==> src/hw/csf_pkg.sv <==
package csf_pkg;

    // ****************************************************************
    // Timing
    // ****************************************************************
    localparam int unsigned CLK_HZ         = 50_000_000;
    localparam int unsigned OC_TIME_MS     = 160;
    localparam int unsigned UV_TIME_MS     = 20;
    localparam int unsigned BLANK_TIME_MS  = 160;
    localparam int unsigned CLAMP_TIME_US  = 150;
    localparam int unsigned PWM_FREQ_HZ    = 120_000;
    localparam int unsigned SEQ_STEP_US    = 10;
    localparam int unsigned OC_CYCLES      = CLK_HZ / 1000 * OC_TIME_MS;
    localparam int unsigned UV_CYCLES      = CLK_HZ / 1000 * UV_TIME_MS;
    localparam int unsigned BLANK_CYCLES   = CLK_HZ / 1000 * BLANK_TIME_MS;
    localparam int unsigned CLAMP_CYCLES   = CLK_HZ / 1_000_000 * CLAMP_TIME_US;
    localparam int unsigned PWM_PERIOD     = CLK_HZ / PWM_FREQ_HZ;
    localparam int unsigned SEQ_STEP_CYC   = CLK_HZ / 1_000_000 * SEQ_STEP_US;

    // ****************************************************************
    // Configuration decode and reset values
    // ****************************************************************
    localparam logic [1:0] DIV_BY1       = 2'h0;
    localparam logic [1:0] DIV_BY2       = 2'h1;
    localparam logic [1:0] DIV_BY4       = 2'h2;
    localparam logic       VSEL_3V       = 1'h0;
    localparam logic       VSEL_5V       = 1'h1;
    localparam logic [3:0] CFG_RESET     = 4'h0;
    localparam logic [8:0] PIN_IDLE      = 9'h110;  // Select and ready/mode idle high, rest low
    localparam logic [3:0] DECODE_DEFAULT_VSEL = 4'h0;

    typedef struct packed {
        logic       vsel_5v;
        logic       sync_src;
        logic [1:0] div_sel;
    } csf_cfg_t;

    typedef struct packed {
        logic rst;
        logic aux;
        logic clk;
        logic dat;
        logic vcc;
    } csf_contacts_t;

endpackage

==> src/hw/csf_clkgen.sv <==
`timescale 1ns/1ns
// ********************************************************************
// Card clock divider, glitch-free for ratio changes between div 2 and div 4
// ********************************************************************
module csf_clkgen
(
    input  wire logic              ref_clk,    // System clock
    input  wire logic              reset_n,    // Async reset, active low
    input  wire logic              async_q,    // Qualified async clock level
    input  wire logic              sync_q,     // Qualified host sync clock level
    input  wire csf_pkg::csf_cfg_t cfg,        // Active configuration
    input  wire logic              enable,     // Clock contact enabled
    output logic                   card_clk_r  // Card clock level
);

    logic       async_d_r;
    logic [1:0] div_cnt_r;
    logic [1:0] act_div_r;
    logic       act_sync_r;
    logic       rise;

    // Count rising edges of the qualified async clock
    assign rise = async_q && !async_d_r;

    always_ff @(posedge ref_clk or negedge reset_n)
    begin
        if (!reset_n)
            async_d_r <= 1'b0;
        else
            async_d_r <= async_q;
    end

    // Divider, sampled selection changes only while output low at a period boundary
    // so pulses keep full length when switching between div 2 and div 4; a switch to or from div 1 or sync can emit a pulse of neither length.
    always_ff @(posedge ref_clk or negedge reset_n)
    begin
        if (!reset_n)
        begin
            div_cnt_r  <= 2'h0;
            card_clk_r <= 1'b0;
            act_div_r  <= csf_pkg::DIV_BY1;
            act_sync_r <= 1'b0;
        end
        else if (!enable)
        begin
            div_cnt_r  <= 2'h0;
            card_clk_r <= 1'b0;
            act_div_r  <= cfg.div_sel;
            act_sync_r <= cfg.sync_src;
        end
        else if (act_sync_r)
        begin
            card_clk_r <= sync_q;
            if (!sync_q && !cfg.sync_src)
            begin
                act_sync_r <= 1'b0;
                act_div_r  <= cfg.div_sel;
                div_cnt_r  <= 2'h0;
            end
        end
        else if (act_div_r == csf_pkg::DIV_BY1)
        begin
            card_clk_r <= async_q;
            if (!async_q && (cfg != {cfg.vsel_5v, act_sync_r, act_div_r}))
            begin
                act_sync_r <= cfg.sync_src;
                act_div_r  <= cfg.div_sel;
                div_cnt_r  <= 2'h0;
            end
        end
        else if (rise)
        begin
            // Half period is 1 (div 2) or 2 (div 4) input edges
            if (div_cnt_r == ((act_div_r == csf_pkg::DIV_BY4) ? 2'h1 : 2'h0))
            begin
                div_cnt_r  <= 2'h0;
                card_clk_r <= !card_clk_r;
                if (card_clk_r)
                begin
                    act_sync_r <= cfg.sync_src;
                    act_div_r  <= cfg.div_sel;
                end
            end
            else
                div_cnt_r <= div_cnt_r + 2'h1;
        end
    end

endmodule

==> src/hw/csf_top.sv <==
`timescale 1ns/1ns
module csf_top
#(
    parameter int unsigned OC_CYCLES    = csf_pkg::OC_CYCLES,     // Overcurrent span
    parameter int unsigned UV_CYCLES    = csf_pkg::UV_CYCLES,     // Undervoltage qualification
    parameter int unsigned BLANK_CYCLES = csf_pkg::BLANK_CYCLES,  // 3V to 5V blanking
    parameter int unsigned PWM_PERIOD   = csf_pkg::PWM_PERIOD,    // Switching period
    parameter int unsigned LIGHT_SKIP   = 15,                     // Max skipped cycles at light load
    parameter int unsigned SEQ_STEP     = csf_pkg::SEQ_STEP_CYC,  // Contact sequencing step
    parameter logic [31:0] DECODE_TABLE = 32'h4321_0000           // Eight 4-bit cfg entries
)
(
    input  wire logic             ref_clk,           // System clock, 50 MHz
    input  wire logic             reset_n,           // Async reset, active low
    input  wire logic             chip_select_n,     // Host chip select pin
    input  wire logic             power_on_request,  // Host power request pin
    input  wire logic             host_data_in,      // Host data pin level
    input  wire logic             host_reset_in,     // Host reset pin level
    input  wire logic             ready_mode_pin_in, // Ready/mode pin level
    input  wire logic             async_clock_in,    // Async clock pin
    input  wire logic             sync_clock_in,     // Host sync clock pin
    input  wire logic             peak_current_trip, // Peak current comparator
    input  wire logic             vcc_low,           // Card supply undervoltage comparator
    input  wire logic             vbat_ok,           // Battery monitor, adequate level
    input  wire logic             light_load,        // Regulation loop reports light load
    input  wire logic             card_extracted,    // Debounced extraction level
    output logic                  ready_mode_pin_out, // Ready/mode drive value
    output logic                  ready_mode_pin_oe, // Ready/mode output enable
    output logic                  low_side_on,       // Low-side switch gate
    output logic                  conv_enable,       // Converter running
    output logic                  vcc_pulldown,      // Card supply pull-down
    output logic                  vcc_clamp,         // Active clamp after extraction
    output logic                  vsel_5v,           // Supply selection, 5V high
    output logic                  card_reset_out,    // Card reset contact enable
    output logic                  card_aux_en,       // Aux contacts enable
    output logic                  card_clock_out,    // Card clock
    output logic                  card_data_en,      // Card data contact enable
    output logic                  clock_buffer_out,  // Buffered async clock
    output logic                  fault_r            // Fault latched
);

    // ****************************************************************
    // Pin qualification
    // ****************************************************************
    localparam int NIN = 9;
    logic [NIN-1:0] raw, s1_r, s2_r, s3_r, q_r;

    assign raw = {chip_select_n, power_on_request, host_data_in, host_reset_in,
                  ready_mode_pin_in, async_clock_in, sync_clock_in, card_extracted, vbat_ok};

    // Three stages; level accepted once stages two and three agree
    always_ff @(posedge ref_clk or negedge reset_n)
    begin
        if (!reset_n)
        begin
            s1_r <= csf_pkg::PIN_IDLE;
            s2_r <= csf_pkg::PIN_IDLE;
            s3_r <= csf_pkg::PIN_IDLE;
            q_r  <= csf_pkg::PIN_IDLE;               // Idle levels, so no false edge follows reset
        end
        else
        begin
            s1_r <= raw;
            s2_r <= s1_r;
            s3_r <= s2_r;
            for (int i = 0; i < NIN; i++)
                if (s2_r[i] == s3_r[i])
                    q_r[i] <= s3_r[i];
        end
    end

    logic cs_n_q, pwr_q, data_q, hrst_q, rdy_q, aclk_q, sclk_q, extr_q, vbat_q;
    assign {cs_n_q, pwr_q, data_q, hrst_q, rdy_q, aclk_q, sclk_q, extr_q, vbat_q} = q_r;

    // ****************************************************************
    // Programming capture
    // ****************************************************************
    function automatic csf_pkg::csf_cfg_t decode(input logic [2:0] sel);
        decode = DECODE_TABLE[{sel, 2'b00} +: 4];
    endfunction

    logic              cs_d_r;
    logic              prog_arm_r;
    csf_pkg::csf_cfg_t cfg_r;
    logic              cs_rise;
    assign cs_rise = cs_n_q && !cs_d_r;

    // Programming window opens on select fall with ready/mode low
    always_ff @(posedge ref_clk or negedge reset_n)
    begin
        if (!reset_n)
        begin
            cs_d_r     <= 1'b1;
            prog_arm_r <= 1'b0;
            cfg_r      <= csf_pkg::CFG_RESET;
        end
        else
        begin
            cs_d_r <= cs_n_q;
            if (!cs_n_q && cs_d_r)
                prog_arm_r <= !rdy_q;
            if (cs_rise && prog_arm_r && !rdy_q)
            begin
                cfg_r      <= decode({pwr_q, data_q, hrst_q});
                prog_arm_r <= 1'b0;
            end
        end
    end
    // Accepted whether converter runs or not
    assign vsel_5v = cfg_r.vsel_5v;

    // ****************************************************************
    // Supervision
    // ****************************************************************
    logic [31:0] oc_cnt_r, uv_cnt_r, blank_cnt_r;
    logic        vsel_d_r, uv_fault, oc_fault, run_req, host_stop;
    typedef enum {ST_OFF, ST_PWRUP, ST_ON, ST_PWRDN} st_t;
    st_t         st_r;
    logic [2:0]  step_r;
    logic [31:0] step_cnt_r;

    // Continuous trip integrator, any release restarts it
    always_ff @(posedge ref_clk or negedge reset_n)
    begin
        if (!reset_n)
            oc_cnt_r <= '0;
        else if (!conv_enable || !peak_current_trip)
            oc_cnt_r <= '0;
        else if (oc_cnt_r < OC_CYCLES)
            oc_cnt_r <= oc_cnt_r + 32'h1;
    end
    assign oc_fault = (oc_cnt_r >= OC_CYCLES);

    // Blanking after raising selection to 5V
    always_ff @(posedge ref_clk or negedge reset_n)
    begin
        if (!reset_n)
        begin
            vsel_d_r    <= csf_pkg::VSEL_3V;
            blank_cnt_r <= '0;
        end
        else
        begin
            vsel_d_r <= cfg_r.vsel_5v;
            if (!vsel_d_r && cfg_r.vsel_5v)
                blank_cnt_r <= BLANK_CYCLES;
            else if (blank_cnt_r != 0)
                blank_cnt_r <= blank_cnt_r - 32'h1;
        end
    end

    // Undervoltage qualification, only counted once supply is up and not blanked
    always_ff @(posedge ref_clk or negedge reset_n)
    begin
        if (!reset_n)
            uv_cnt_r <= '0;
        else if (!vcc_low || st_r != ST_ON || blank_cnt_r != 0)
            uv_cnt_r <= '0;
        else if (uv_cnt_r < UV_CYCLES)
            uv_cnt_r <= uv_cnt_r + 32'h1;
    end
    assign uv_fault = (uv_cnt_r >= UV_CYCLES);

    // ****************************************************************
    // Power sequencer
    // ****************************************************************
    assign run_req   = pwr_q && !cs_n_q && !cs_d_r && !extr_q && !fault_r && !prog_arm_r;
    assign host_stop = !pwr_q && !cs_n_q && !cs_d_r && !prog_arm_r; // Request is a data bit while programming

    always_ff @(posedge ref_clk or negedge reset_n)
    begin
        if (!reset_n)
        begin
            st_r        <= ST_OFF;
            step_r      <= 3'h0;
            step_cnt_r  <= '0;
            conv_enable <= 1'b0;
            fault_r     <= 1'b0;
        end
        else
        begin
            step_cnt_r <= (step_cnt_r != 0) ? step_cnt_r - 32'h1 : 32'h0;
            case (st_r)
                ST_OFF:
                begin
                    step_r <= 3'h0;
                    if (!pwr_q)
                        fault_r <= 1'b0;              // Released request clears old fault
                    if (run_req && vbat_q)
                    begin
                        conv_enable <= 1'b1;
                        st_r        <= ST_PWRUP;
                    end
                end
                ST_PWRUP:
                begin
                    if (extr_q || oc_fault || !pwr_q)
                        st_r <= ST_PWRDN;
                    else if (!vcc_low)
                    begin
                        st_r       <= ST_ON;
                        step_cnt_r <= SEQ_STEP;
                    end
                end
                ST_ON:
                begin
                    if (step_cnt_r == 0 && step_r != 3'h4)
                    begin
                        step_r     <= step_r + 3'h1;
                        step_cnt_r <= SEQ_STEP;
                    end
                    // Extraction wins over request level
                    if (extr_q || oc_fault || uv_fault || host_stop)
                    begin
                        fault_r    <= oc_fault || uv_fault || extr_q;
                        st_r       <= ST_PWRDN;
                        step_cnt_r <= SEQ_STEP;
                    end
                end
                ST_PWRDN:
                begin
                    if (oc_fault || uv_fault)
                        fault_r <= 1'b1;
                    // Contacts drop one by one; supply goes last
                    if (step_cnt_r == 0 || extr_q)
                    begin
                        step_cnt_r <= SEQ_STEP;
                        if (step_r != 3'h0)
                            step_r <= step_r - 3'h1;
                        else
                        begin
                            conv_enable <= 1'b0;
                            st_r        <= ST_OFF;
                        end
                    end
                end
                default:
                    st_r <= ST_OFF;
            endcase
        end
    end

    // Contact enables follow step: 1 data, 2 clock, 3 aux, 4 reset
    always_ff @(posedge ref_clk or negedge reset_n)
    begin
        if (!reset_n)
        begin
            card_data_en   <= 1'b0;
            card_aux_en    <= 1'b0;
            card_reset_out <= 1'b0;
            vcc_pulldown   <= 1'b1;
            vcc_clamp      <= 1'b0;
        end
        else
        begin
            card_data_en   <= step_r >= 3'h1;
            card_aux_en    <= step_r >= 3'h3;
            card_reset_out <= (step_r >= 3'h4) && hrst_q;
            vcc_pulldown   <= !conv_enable;
            vcc_clamp      <= extr_q;
        end
    end

    // Ready/mode: driven low for fault, high for ready, when selected outside programming
    always_ff @(posedge ref_clk or negedge reset_n)
    begin
        if (!reset_n)
        begin
            ready_mode_pin_out <= 1'b0;
            ready_mode_pin_oe  <= 1'b0;
        end
        else
        begin
            ready_mode_pin_oe  <= !cs_n_q && !cs_d_r && !prog_arm_r; // Wait until programming entry is known
            ready_mode_pin_out <= !fault_r && !extr_q;
        end
    end

    // ****************************************************************
    // Switching oscillator
    // ****************************************************************
    logic [15:0] pwm_cnt_r;
    logic [3:0]  skip_r;
    logic        cyc_start;
    assign cyc_start = (pwm_cnt_r == 16'(PWM_PERIOD - 1));

    // Fixed period; light load skips cycles to lower frequency
    always_ff @(posedge ref_clk or negedge reset_n)
    begin
        if (!reset_n)
        begin
            pwm_cnt_r   <= 16'h0;
            skip_r      <= 4'h0;
            low_side_on <= 1'b0;
        end
        else
        begin
            pwm_cnt_r <= cyc_start ? 16'h0 : pwm_cnt_r + 16'h1;
            if (!conv_enable)
                low_side_on <= 1'b0;
            else if (cyc_start)
            begin
                skip_r      <= (light_load && skip_r != 4'(LIGHT_SKIP)) ? skip_r + 4'h1 : 4'h0;
                low_side_on <= !(light_load && skip_r != 4'(LIGHT_SKIP)) && !peak_current_trip;
            end
            else if (peak_current_trip || pwm_cnt_r == 16'(PWM_PERIOD / 2))
                low_side_on <= 1'b0;
        end
    end

    // ****************************************************************
    // Card clock
    // ****************************************************************
    logic card_clk_w;

    csf_clkgen u_clkgen
    (
        .ref_clk    (ref_clk),
        .reset_n    (reset_n),
        .async_q    (aclk_q),
        .sync_q     (sclk_q),
        .cfg        (cfg_r),
        .enable     (step_r >= 3'h2),
        .card_clk_r (card_clk_w)
    );

    // Buffer output retimed so it comes straight from a flip-flop
    always_ff @(posedge ref_clk or negedge reset_n)
    begin
        if (!reset_n)
        begin
            clock_buffer_out <= 1'b0;
            card_clock_out   <= 1'b0;
        end
        else
        begin
            clock_buffer_out <= aclk_q;
            card_clock_out   <= card_clk_w;
        end
    end
endmodule

==> config.mk <==
export PLATFORM = sky130hd
export DESIGN_NAME = csf_top
export DESIGN_NICKNAME = d
export VERILOG_FILES = /design/src/hw/csf_pkg.sv /design/src/hw/csf_clkgen.sv /design/src/hw/csf_top.sv
export SDC_FILE = /design/constraint.sdc
export NUM_CORES = 1
export LEC_CHECK = 0
export ABC_AREA = 1
export BUFFER_PORTS_ARGS = -buffer_cell sky130_fd_sc_hd__buf_2
export CAP_MARGIN = 20
export CORE_MARGIN = 5
export CORE_UTILIZATION = 25
export CTS_CLUSTER_DIAMETER = 60
export DETAILED_ROUTE_END_ITERATION = 16
export GPL_TIMING_DRIVEN = 0
export SLEW_MARGIN = 10
export SYNTH_ARGS = -nofsm -noshare
export SYNTH_HDL_FRONTEND = slang
export SYNTH_HIERARCHICAL = 1
export SYNTH_SLANG_ARGS = --single-unit
==> constraint.sdc <==
create_clock -name ref_clk -period 2.31 [get_ports ref_clk]
set_clock_uncertainty 0.05 [all_clocks]
set_input_delay 0.3465 -clock ref_clk [delete_from_list [all_inputs] [get_ports ref_clk]]
set_output_delay 0.3465 -clock ref_clk [all_outputs]
set_load 0.01 [all_outputs]
; After elaboration in Yosys (flattened, before gate mapping)
; Index checks and enable logic that the tools add are counted.
[word_totals]
register_bits = 244
output_inout_bits = 13
wordCells = 235
[classes]
add_sub_neg = 9
n_lt_le_gt_ge = 8
n_eq_ne = 35
shift = 1
n_mux = 68
reduce_logical = 72
[ops]
columns = op, n
row1 = $mux W32, 18
row2 = $pmux W32 S4, 1
row3 = $pmux W32 S3, 1
row4 = $add A32 B1 Y32 const B, 2
row5 = $eq A32 B2 Y1 const B, 2
row6 = $logic_not A32 Y1, 2
row7 = $reduce_bool A32 Y1, 2
row8 = $sub A32 B1 Y32 const B, 2
row9 = $eq A32 B1 Y1 const B, 1
row10 = $ge A32 B20 Y1 const B, 1
row11 = $ge A32 B23 Y1 const B, 1
row12 = $lt A32 B20 Y1 const B, 1
row13 = $lt A32 B23 Y1 const B, 1
row14 = $ne A32 B3 Y1 const B, 1
row15 = $shiftx A32 B6 Y4 const A, 1
row16 = $mux W2, 15
row17 = $mux W1, 25
row18 = $logic_and A1 B1 Y1, 24
row19 = $ne A4 B4 Y1 const B, 5
row20 = $logic_not A1 Y1, 17
row21 = $add A16 B1 Y16 const B, 1
row22 = $eq A16 B8 Y1 const B, 1
row23 = $eq A16 B9 Y1 const B, 1
row24 = $mux W16, 1
row25 = 27 further kinds, 66

; Depth between registers and ports, before layout
; Gate-level depths: netlist of the first run.
[depth]
ltp_word = 9
mapped_depth = 14
depth_no_buf = 13

; Cells and area by module
; Netlist of the first run, hierarchy kept.
[modules_own_cells]
columns = mod, instances, cells_per_inst, area_each_um2, seq_area_each_um2
row1 = csf_top, 1, 1286, 10717.8, 5167.5
row2 = csf_clkgen, 1, 76, 485.5, 175.2

; Worst setup path before layout of the first run
; Ideal clock, no wire load.
[synth_path]
path_type = register to register
from = register blank_cnt_r[0]
to = register blank_cnt_r[23]
setup_time_ns = 0.120
t_arrival_ns = 1.743
path_slack_ns = 0.396
stages_incl_launch_ff = 14
path_buffers = 0
period_less_slack_ns = 1.914
cell_sequence = dfrtp_1 inv_1 ha_1 nand3_1 nor2_2 nand2_1 nor2_1 nand3_2 nand2_2 nor2_2 nand2_1 nor2_1 nand3b_1 nand2_1
[synth_via]
elab_chain_cells = 3
elab_cells_between_ends = 5
cone_classes = 1 x add/sub / 2 x mux / 2 x reduce/logical
[synth_lines]
columns = element, line_no
row1 = start: declaration, csf_top.sv:115  ; logic [31:0] oc_cnt_r, uv_cnt_r, blank_cnt_r;
row2 = start signal: assignment, csf_top.sv:148  ; blank_cnt_r <= blank_cnt_r - 32'h1;
row3 = $sub A32 B1 Y32, csf_top.sv:148
row4 = $mux W32, csf_top.sv:147  ; else if (blank_cnt_r != 0)
row5 = $mux W32, csf_top.sv:145  ; if (!vsel_d_r && cfg_r.vsel_5v)
; Parallel ways exist; a longest one is shown, timed or not. The select of a mux whose other input is x is not followed.
; A chain may end at the register's enable or synchronous reset.

; Final worst setup path of the first run
[layout_path]
from = register step_cnt_r[23]
to = register step_cnt_r[19]
[layout_via]
elab_chain_cells = 5
elab_cells_between_ends = 11
cone_classes = 7 x mux / 4 x reduce/logical
[layout_lines]
columns = element, line_no
row1 = start: declaration, csf_top.sv:120  ; logic [31:0] step_cnt_r;
row2 = start signal: assignment, csf_top.sv:182  ; step_cnt_r <= (step_cnt_r != 0) ? step_cnt_r - 32'h1 : 32'h0;
row3 = $reduce_bool A32 Y1 / $logic_not A32 Y1 (equally long branches), "csf_top.sv:182, csf_top.sv:207, csf_top.sv:225"
row4 = $mux W32 / $logic_and A1 B1 Y1 (equally long branches), "csf_top.sv:182, csf_top.sv:207"
row5 = "$mux W32, on equally long branches", "csf_top.sv:207, csf_top.sv:199"
row6 = "$mux W32, on equally long branches", "csf_top.sv:213, csf_top.sv:197"
row7 = $pmux W32 S3 *, csf_top.sv:183  ; case (st_r)
; Every way passes the cells marked *; elsewhere a longest branch is shown, timed or not.

==> flow_summary_export.csv, run 1 <==
group,metric,value,unit
power,power.leakage,0.006356,uW
synth,yosys-top-cells-area,"dfrtp_1 (45%), nand2_1 (8.1%), nor2_1 (6.3%)",
flow_run,cap_violations,0,
synth,synth_cells,1362,
critical_path,cp_common_cell,"nand2_2",
synth,syn_nets,1396,
synth,ys.flop_type,"dfrtp_1",
floorplan,die_area,49150,um2
synth,ys_ff_latch,213,
sta,max_freq,0.4656,GHz
synth,yosysSeqAreaShare,0.4769,
sta,slew_viol_final,0,
floorplan,die_w,221.7,um
place,portBuffers,25,
critical_path,crit_slowest_cell,"dfrtp_1",
global_routing,grt_overflow,0,
critical_path,critical_path_required,2690,ps
final_layout,multi_input_area,5059,um2
clock_tree,cts.sinks,213,
synth,synth_area,11200,um2
synth,yosys_warnings,6,
final_layout,num_antenna_cells,0,
place,dp.final_hpwl,16930,um
critical_path,cpPeakStageDelay,420,ps
clock_tree,clockBufferDepth,3,
global_routing,grt_max_degree,109,
min_path,min_path_type,"primary input to flop",
global_routing,use_met2,0.1548,
critical_path,arrival,2530,ps
sta,hold_viol_final,0,
power,pwr_density_cell,912.3,nW/um2
critical_path,cp_num_buf_inv,2,
outcome,status,"finished, final reports clean",
sta,setup_slack,162.3,ps
global_routing,track_usage,0.09652,
min_path,hold_path_depth,3,
critical_path,cp-start-kind,"flop",
critical_path,crit_path_end_kind,"flop",
floorplan,dieHeight,221.7,um
final_layout,drive_above_1_share,0.1341,
synth,synth.most_common_cell,"nand2_1",
place,place_area,12130,um2
floorplan,start_util,0.2528,
global_routing,grt_pass1_vias,8714,
sta,period_minus_slack,2148,ps
critical_path,crit_family,"simple AND/OR/NAND/NOR gates",
floorplan,num_rows,77,
power,vdd_drop_max,523.2,uV
clock_tree,clk_latency,550,ps
sta,slew-limit-headroom,0.5231,
critical_path,cp.depth,13,
synth,synth_edf_count,0,
routing,wl_per_cell,11.78,um
clock_tree,numCtsBuffers,26,
critical_path,reg2reg_depth,13,
critical_path,crit_path_cell_trace,"nor2_2 -> nand2_2 -> nor2_1 -> nand2_2 -> nor2_8 -> inv_4 -> nand3_2 -> nand3_2 -> nor2_2 -> nand2_2 -> nand2_4 -> clkbuf_16 -> nor2_4",
clock_tree,cts_tree,"yes",
clock_tree,h-tree-depth,1,
global_routing,grt_antenna_before_repair,0,
synth,synth_top_area_frac,0.4534,
routing,vias,8938,
final_layout,fin_nets,1469,
global_routing,grt_pass1_wl,41460,um
routing,drt_iter0_drc,632,
critical_path,crit_fanout,5,
synth,avgSynthCellArea,8.226,um2
clock_tree,root_buffer,"clkbuf_16",
synth,synth.distinct_cells,52,
sta,worst_slew_pin_slew,708.8,ps
sta,finalSetupTns,0,ps
sta,post-route-period-util,0.9297,
routing,ant_nets,0,
global_routing,met1_usage,0.1334,
final_layout,fillCellCount,4679,
final_layout,regArea,5343,um2
place,dp_worst_setup_slack,12.41,ps
critical_path,crit_type,"flop to flop",
sta,setup_viol,0,
global_routing,busiest_layer,"met2",
routing,drt-total-wl,24110,um
routing,drc,0,
final_layout,fin_area,13270,um2
floorplan,core_area,44320,um2
routing,viasPerCell,4.369,
floorplan,io_pins,27,
synth,synth_top_cells_by_count,"nand2_1 (241), dfrtp_1 (203), nor2_1 (189), inv_1 (187), nand3_1 (96)",
place,gp_congestion,0.8565,
clock_tree,path_clk_slew,60,ps
global_routing,met3_usage,0.02026,
final_layout,synthToLayoutAreaGrowth,18.43,%
routing,drt-pass1-iter-count,5,
synth,synth-async-reset-ratio,1.000,
synth,synth_top_area_cell,"dfrtp_1",
layout make-up:
cell class	instances	share of cell area
sequential	213	0.4027
multi-input combinational	938	0.3813
clock buffer	35	0.05611
tap	592	0.05583
inverter	194	0.05507
timing repair buffer	46	0.02980
clock inverter	12	0.01122
buffer	16	0.008016
where the power goes:
group	leakage, uW	total, uW	switching, uW	internal [uW]
logic	0.00310	3520	2200	1320
clock network	0.000444	4190	1610	2590
registers	0.00281	4390	311	4080
total	0.00636	12100	4120	7990
repair_timing:
action	4_1_cts	5_1_grt
hold buffers	11	0
endpoints found under the hold margin	106	0
gates cloned	0	2
pin swaps	0	5
setup buffers	0	6
resized for setup	1	10
endpoints found under the setup margin	1	59
registers in the layout (all words and copies together) (netlist names), 2 cells and up:
register,cells
s3_r,9
cfg_r,3
st_r,2
u_clkgen/div_cnt_r,2
oc_cnt_r,32
u_clkgen/act_div_r,2
s2_r,9
pwm_cnt_r,16
step_r,3
q_r,9
s1_r,9
blank_cnt_r,32
step_cnt_r,32
skip_r,4
uv_cnt_r,32
through the flow:
step	total power (uW)	util	hold WS, ps	std cells
6_report	12100	0.2994	74.48	2046
5_1_grt	12910	0.2994	91.30	2046
4_1_cts	12090	0.2966	40.43	2039
3_5_place_dp	7777	0.2738	117.4	1981
3_3_place_gp	7706	0.2723	285.4	1979
2_1_floorplan	6978	-	0.9089	1362
tightest hold or removal path: stages:
cell,delay [ps]
buf_2,90
a21oi_1,50
a21oi_1,110
worst paths after layout:
path | startpoint | to | slack (ps)
worst max-delay path | step_cnt_r[23] | step_cnt_r[19] | 160
worst min-delay path | light_load | skip_r[2] | 70
worst max register to register | step_cnt_r[23] | step_cnt_r[19] | 160
worst min register to register | s1_r[6] | s2_r[6] | 300
max in group asynchronous | reset_n | oc_cnt_r[12] | 910
min in group asynchronous | reset_n | skip_r[3] | 160
cell families (layout without fill, tap and decap cells):
| kind of cell | count (synthesis) | in the layout | share of synthesized area |
|---|---|---|---|
| simple gates | 710 | 710 | 0.3033 |
| flops | 213 | 213 | 0.4769 |
| buf+inv | 211 | 303 | 0.07505 |
| compound gates | 146 | 146 | 0.07338 |
| xor+xnor | 52 | 52 | 0.04065 |
| fa+ha+maj | 29 | 29 | 0.03038 |
| other cells | 1 | 1 | 0.0003347 |
placed cells by master (no fill, tap or decap), types with 15 or more instances in the layout:
cell         n
nor2_4      23
clkbuf_16   28
dfrtp_1    203
nor3_1      39
buf_2       29
nand2_1    241
o21ai_0     48
xnor2_1     15
nand4_1     39
nand3_1     95
a21oi_1     60
inv_1      187
nor2_1     184
xor2_1      37
nor2_2      23
ha_1        18
layer usage:
metal  share of wire  routed length, um
met1            0.49              11800
met2            0.45              10830
met3           0.041                989
met4           0.020                493
met5               0                  0
Power figures use the tool's default switching activity.
==> run 2: changes to the inputs <==
--- a/config.mk
+++ b/config.mk
@@ -13,6 +13,7 @@
 export CTS_CLUSTER_DIAMETER = 60
 export DETAILED_ROUTE_END_ITERATION = 16
 export GPL_TIMING_DRIVEN = 0
+export RECOVER_POWER = 25
 export SLEW_MARGIN = 10
 export SYNTH_ARGS = -nofsm -noshare
 export SYNTH_HDL_FRONTEND = slang
==> constraint.sdc (replaced) <==
create_clock -name ref_clk -period 1.9 [get_ports ref_clk]
set_clock_uncertainty 0.05 [all_clocks]
set_input_delay 0.285 -clock ref_clk [delete_from_list [all_inputs] [get_ports ref_clk]]
set_output_delay 0.285 -clock ref_clk [all_outputs]
set_load 0.01 [all_outputs]
==> run 2 against run 1 <==
  * The run now ends with negative setup slack left
  * Clock power increased by 18%
  * Design area is 11% higher
  * Clock-buffer cell count down 2
  * Maximum frequency increased by 6.7%
  * Via count up 7.0%
  * Critical path type unchanged
  * Critical endpoint is now step_cnt_r[18]
==> flow_summary_export.csv, run 2 (same netlist as run 1, synthesis figures left out) <==
group,metric,value,unit
routing,drt_iter0_drc,627,
sta,hold_viol_final,0,
critical_path,arrival,2400,ps
power,power.leakage,0.006871,uW
routing,vias,9567,
clock_tree,root_buffer,"clkbuf_16",
outcome,status,"finished, violations left",
critical_path,regToRegEndpoint,"step_cnt_r[18]",
critical_path,crit_slowest_cell,"dfrtp_1",
global_routing,use_met2,0.1712,
place,dp.cells,1981,
place,dp_worst_setup_slack,-379.0,ps
outcome,failed_checks,"negative setup slack",
critical_path,crit_family,"simple AND/OR/NAND/NOR gates",
clock_tree,path_clk_slew,60,ps
global_routing,grt_overflow,0,
place,dp.final_hpwl,17380,um
floorplan,dieHeight,221.7,um
critical_path,reg2reg_from,"oc_cnt_r[25]",
sta,setup_viol,36,
clock_tree,numCtsBuffers,26,
global_routing,met1_usage,0.1412,
clock_tree,clockBufferDepth,3,
global_routing,met3_usage,0.01973,
sta,slew-limit-headroom,0.6480,
global_routing,track_usage,0.1046,
place,gp_congestion,0.8771,
sta,post-route-period-util,1.060,
final_layout,final_cell_mix,"nand2_1 (217), dfrtp_1 (194), inv_1 (175)",
place,portBuffers,25,
final_layout,num_antenna_cells,0,
routing,drt-pass1-iter-count,5,
floorplan,num_rows,77,
critical_path,cp_common_cell,"nor2_4",
power,pwr_density_cell,1070,nW/um2
final_layout,synthToLayoutAreaGrowth,30.99,%
power,vdd_drop_max,804.9,uV
clock_tree,h-tree-depth,1,
sta,slew_viol_final,0,
floorplan,die_area,49150,um2
critical_path,cpPeakStageDelay,380,ps
critical_path,crit_path_cell_trace,"nor2_1 -> nand3_2 -> nor2_4 -> nand2_2 -> nor2_4 -> nand3_2 -> nand2_2 -> inv_2 -> nor2_4 -> nand2_4 -> nand2_8 -> buf_12 -> buf_12 -> nor2_4",
sta,setup_slack,-113.1,ps
critical_path,crit_fanout,5,
critical_path,cp-start-kind,"flop",
critical_path,reg2reg_depth,14,
final_layout,final_cells,2132,
sta,rsz0062_at_grt,"true",
floorplan,start_util,0.2528,
final_layout,drive_above_1_share,0.2682,
sta,period_minus_slack,2013,ps
critical_path,crit_type,"flop to flop",
sta,worst_slew_pin_slew,528.1,ps
sta,max_freq,0.4968,GHz
flow_run,cap_violations,0,
clock_tree,clk_latency,550,ps
critical_path,critical_path_required,2290,ps
clock_tree,cts.sinks,213,
routing,drc,0,
routing,viasPerCell,4.487,
floorplan,die_w,221.7,um
critical_path,cp_num_buf_inv,3,
global_routing,grt_max_degree,93,
power,finalPower,15710,uW
global_routing,grt_antenna_before_repair,0,
final_layout,layout_commonest_cell,"nand2_1",
floorplan,core_area,44320,um2
routing,drt-total-wl,26370,um
final_layout,fin_nets,1554,
critical_path,reg2reg_slack,-110,ps
global_routing,grt_pass1_wl,44950,um
clock_tree,cts_tree,"yes",
global_routing,grt_pass1_vias,9435,
min_path,min_path_type,"primary input to async pin",
global_routing,busiest_layer,"met2",
routing,wl_per_cell,12.37,um
routing,ant_nets,0,
floorplan,io_pins,27,
critical_path,crit_path_end_kind,"flop",
-- run 2: cell types whose count changed in the layout (fill, tap and decap cells not counted), sizes merged --
cell         delta
clkbuf          -3
clkinvlp        +5
bufinv          -1
inv             +1
dlygate4sd3     +1
clkinv          -2
buf            +85
-- run 2: where the power goes --
| group | switching (uW) | internal [uW] |
|---|---|---|
| registers | 389 | 4960 |
| logic | 3150 | 2260 |
| clock network | 2040 | 2900 |
| total | 5580 | 10100 |
-- run 2: metrics by stage --
| stage | hold WS [ps] | instance area (um2) | TNS (ps) | utilization |
|---|---|---|---|---|
| 4_1_cts | 194.0 | 13880 | -2232 | 0.3132 |
| 3_3_place_gp | 284.2 | 12070 | -706740 | 0.2723 |
| 3_5_place_dp | 180.4 | 12130 | -17610 | 0.2738 |
| 2_1_floorplan | -60.59 | 11200 | 0 | - |
| 5_1_grt | 227.0 | 14680 | -10250 | 0.3311 |
| 6_report | 194.9 | 14680 | -1918 | 0.3311 |
-- run 2: layout make-up --
type | instances | area, um2
Buffer | 16 | 141.4
Sequential cell | 213 | 5354
Fill cell | 4567 | 29640
Timing Repair Buffer | 131 | 1067
Clock buffer | 33 | 696.9
Tap cell | 592 | 740.7
Clock inverter | 15 | 162.7
Inverter | 194 | 739.5
Multi-Input combinational cell | 938 | 5773
-- run 2: what timing repair did --
item,in CTS,in global routing
pin swaps,40,46
hold buffers,12,0
endpoints found under the hold margin,61,0
gates cloned,2,1
setup buffers,54,38
resized for setup,75,175
setup endpoints to repair,111,118
-- run 2: metal layers --
metal	part of all wire	routed length, um
met5	0	0
met1	0.46	12040
met3	0.044	1159
met4	0.030	781
met2	0.47	12390
-- run 2: worst max-delay path by stage --
stage,from,endpoint,depth (start not counted)
after floorplan,blank_cnt_r[0],blank_cnt_r[23],13
after global placement,reset_n,u_clkgen/div_cnt_r[1],1
after detailed placement,blank_cnt_r[0],blank_cnt_r[23],13
after CTS,step_cnt_r[0],step_cnt_r[18],15
after global routing,oc_cnt_r[25],step_cnt_r[18],14
final,oc_cnt_r[25],step_cnt_r[18],14
-- run 2: worst register-to-register path, cell delays in order, from the launching register on --
cell and delay [ps]:
dfrtp_1 380, nor2_1 130, nand3_2 110, nor2_4 120, nand2_2 70, nor2_4 210
nand3_2 140, nand2_2 100, inv_2 50, nor2_4 90, nand2_4 90, nand2_8 90
buf_12 120, buf_12 140, nor2_4 40
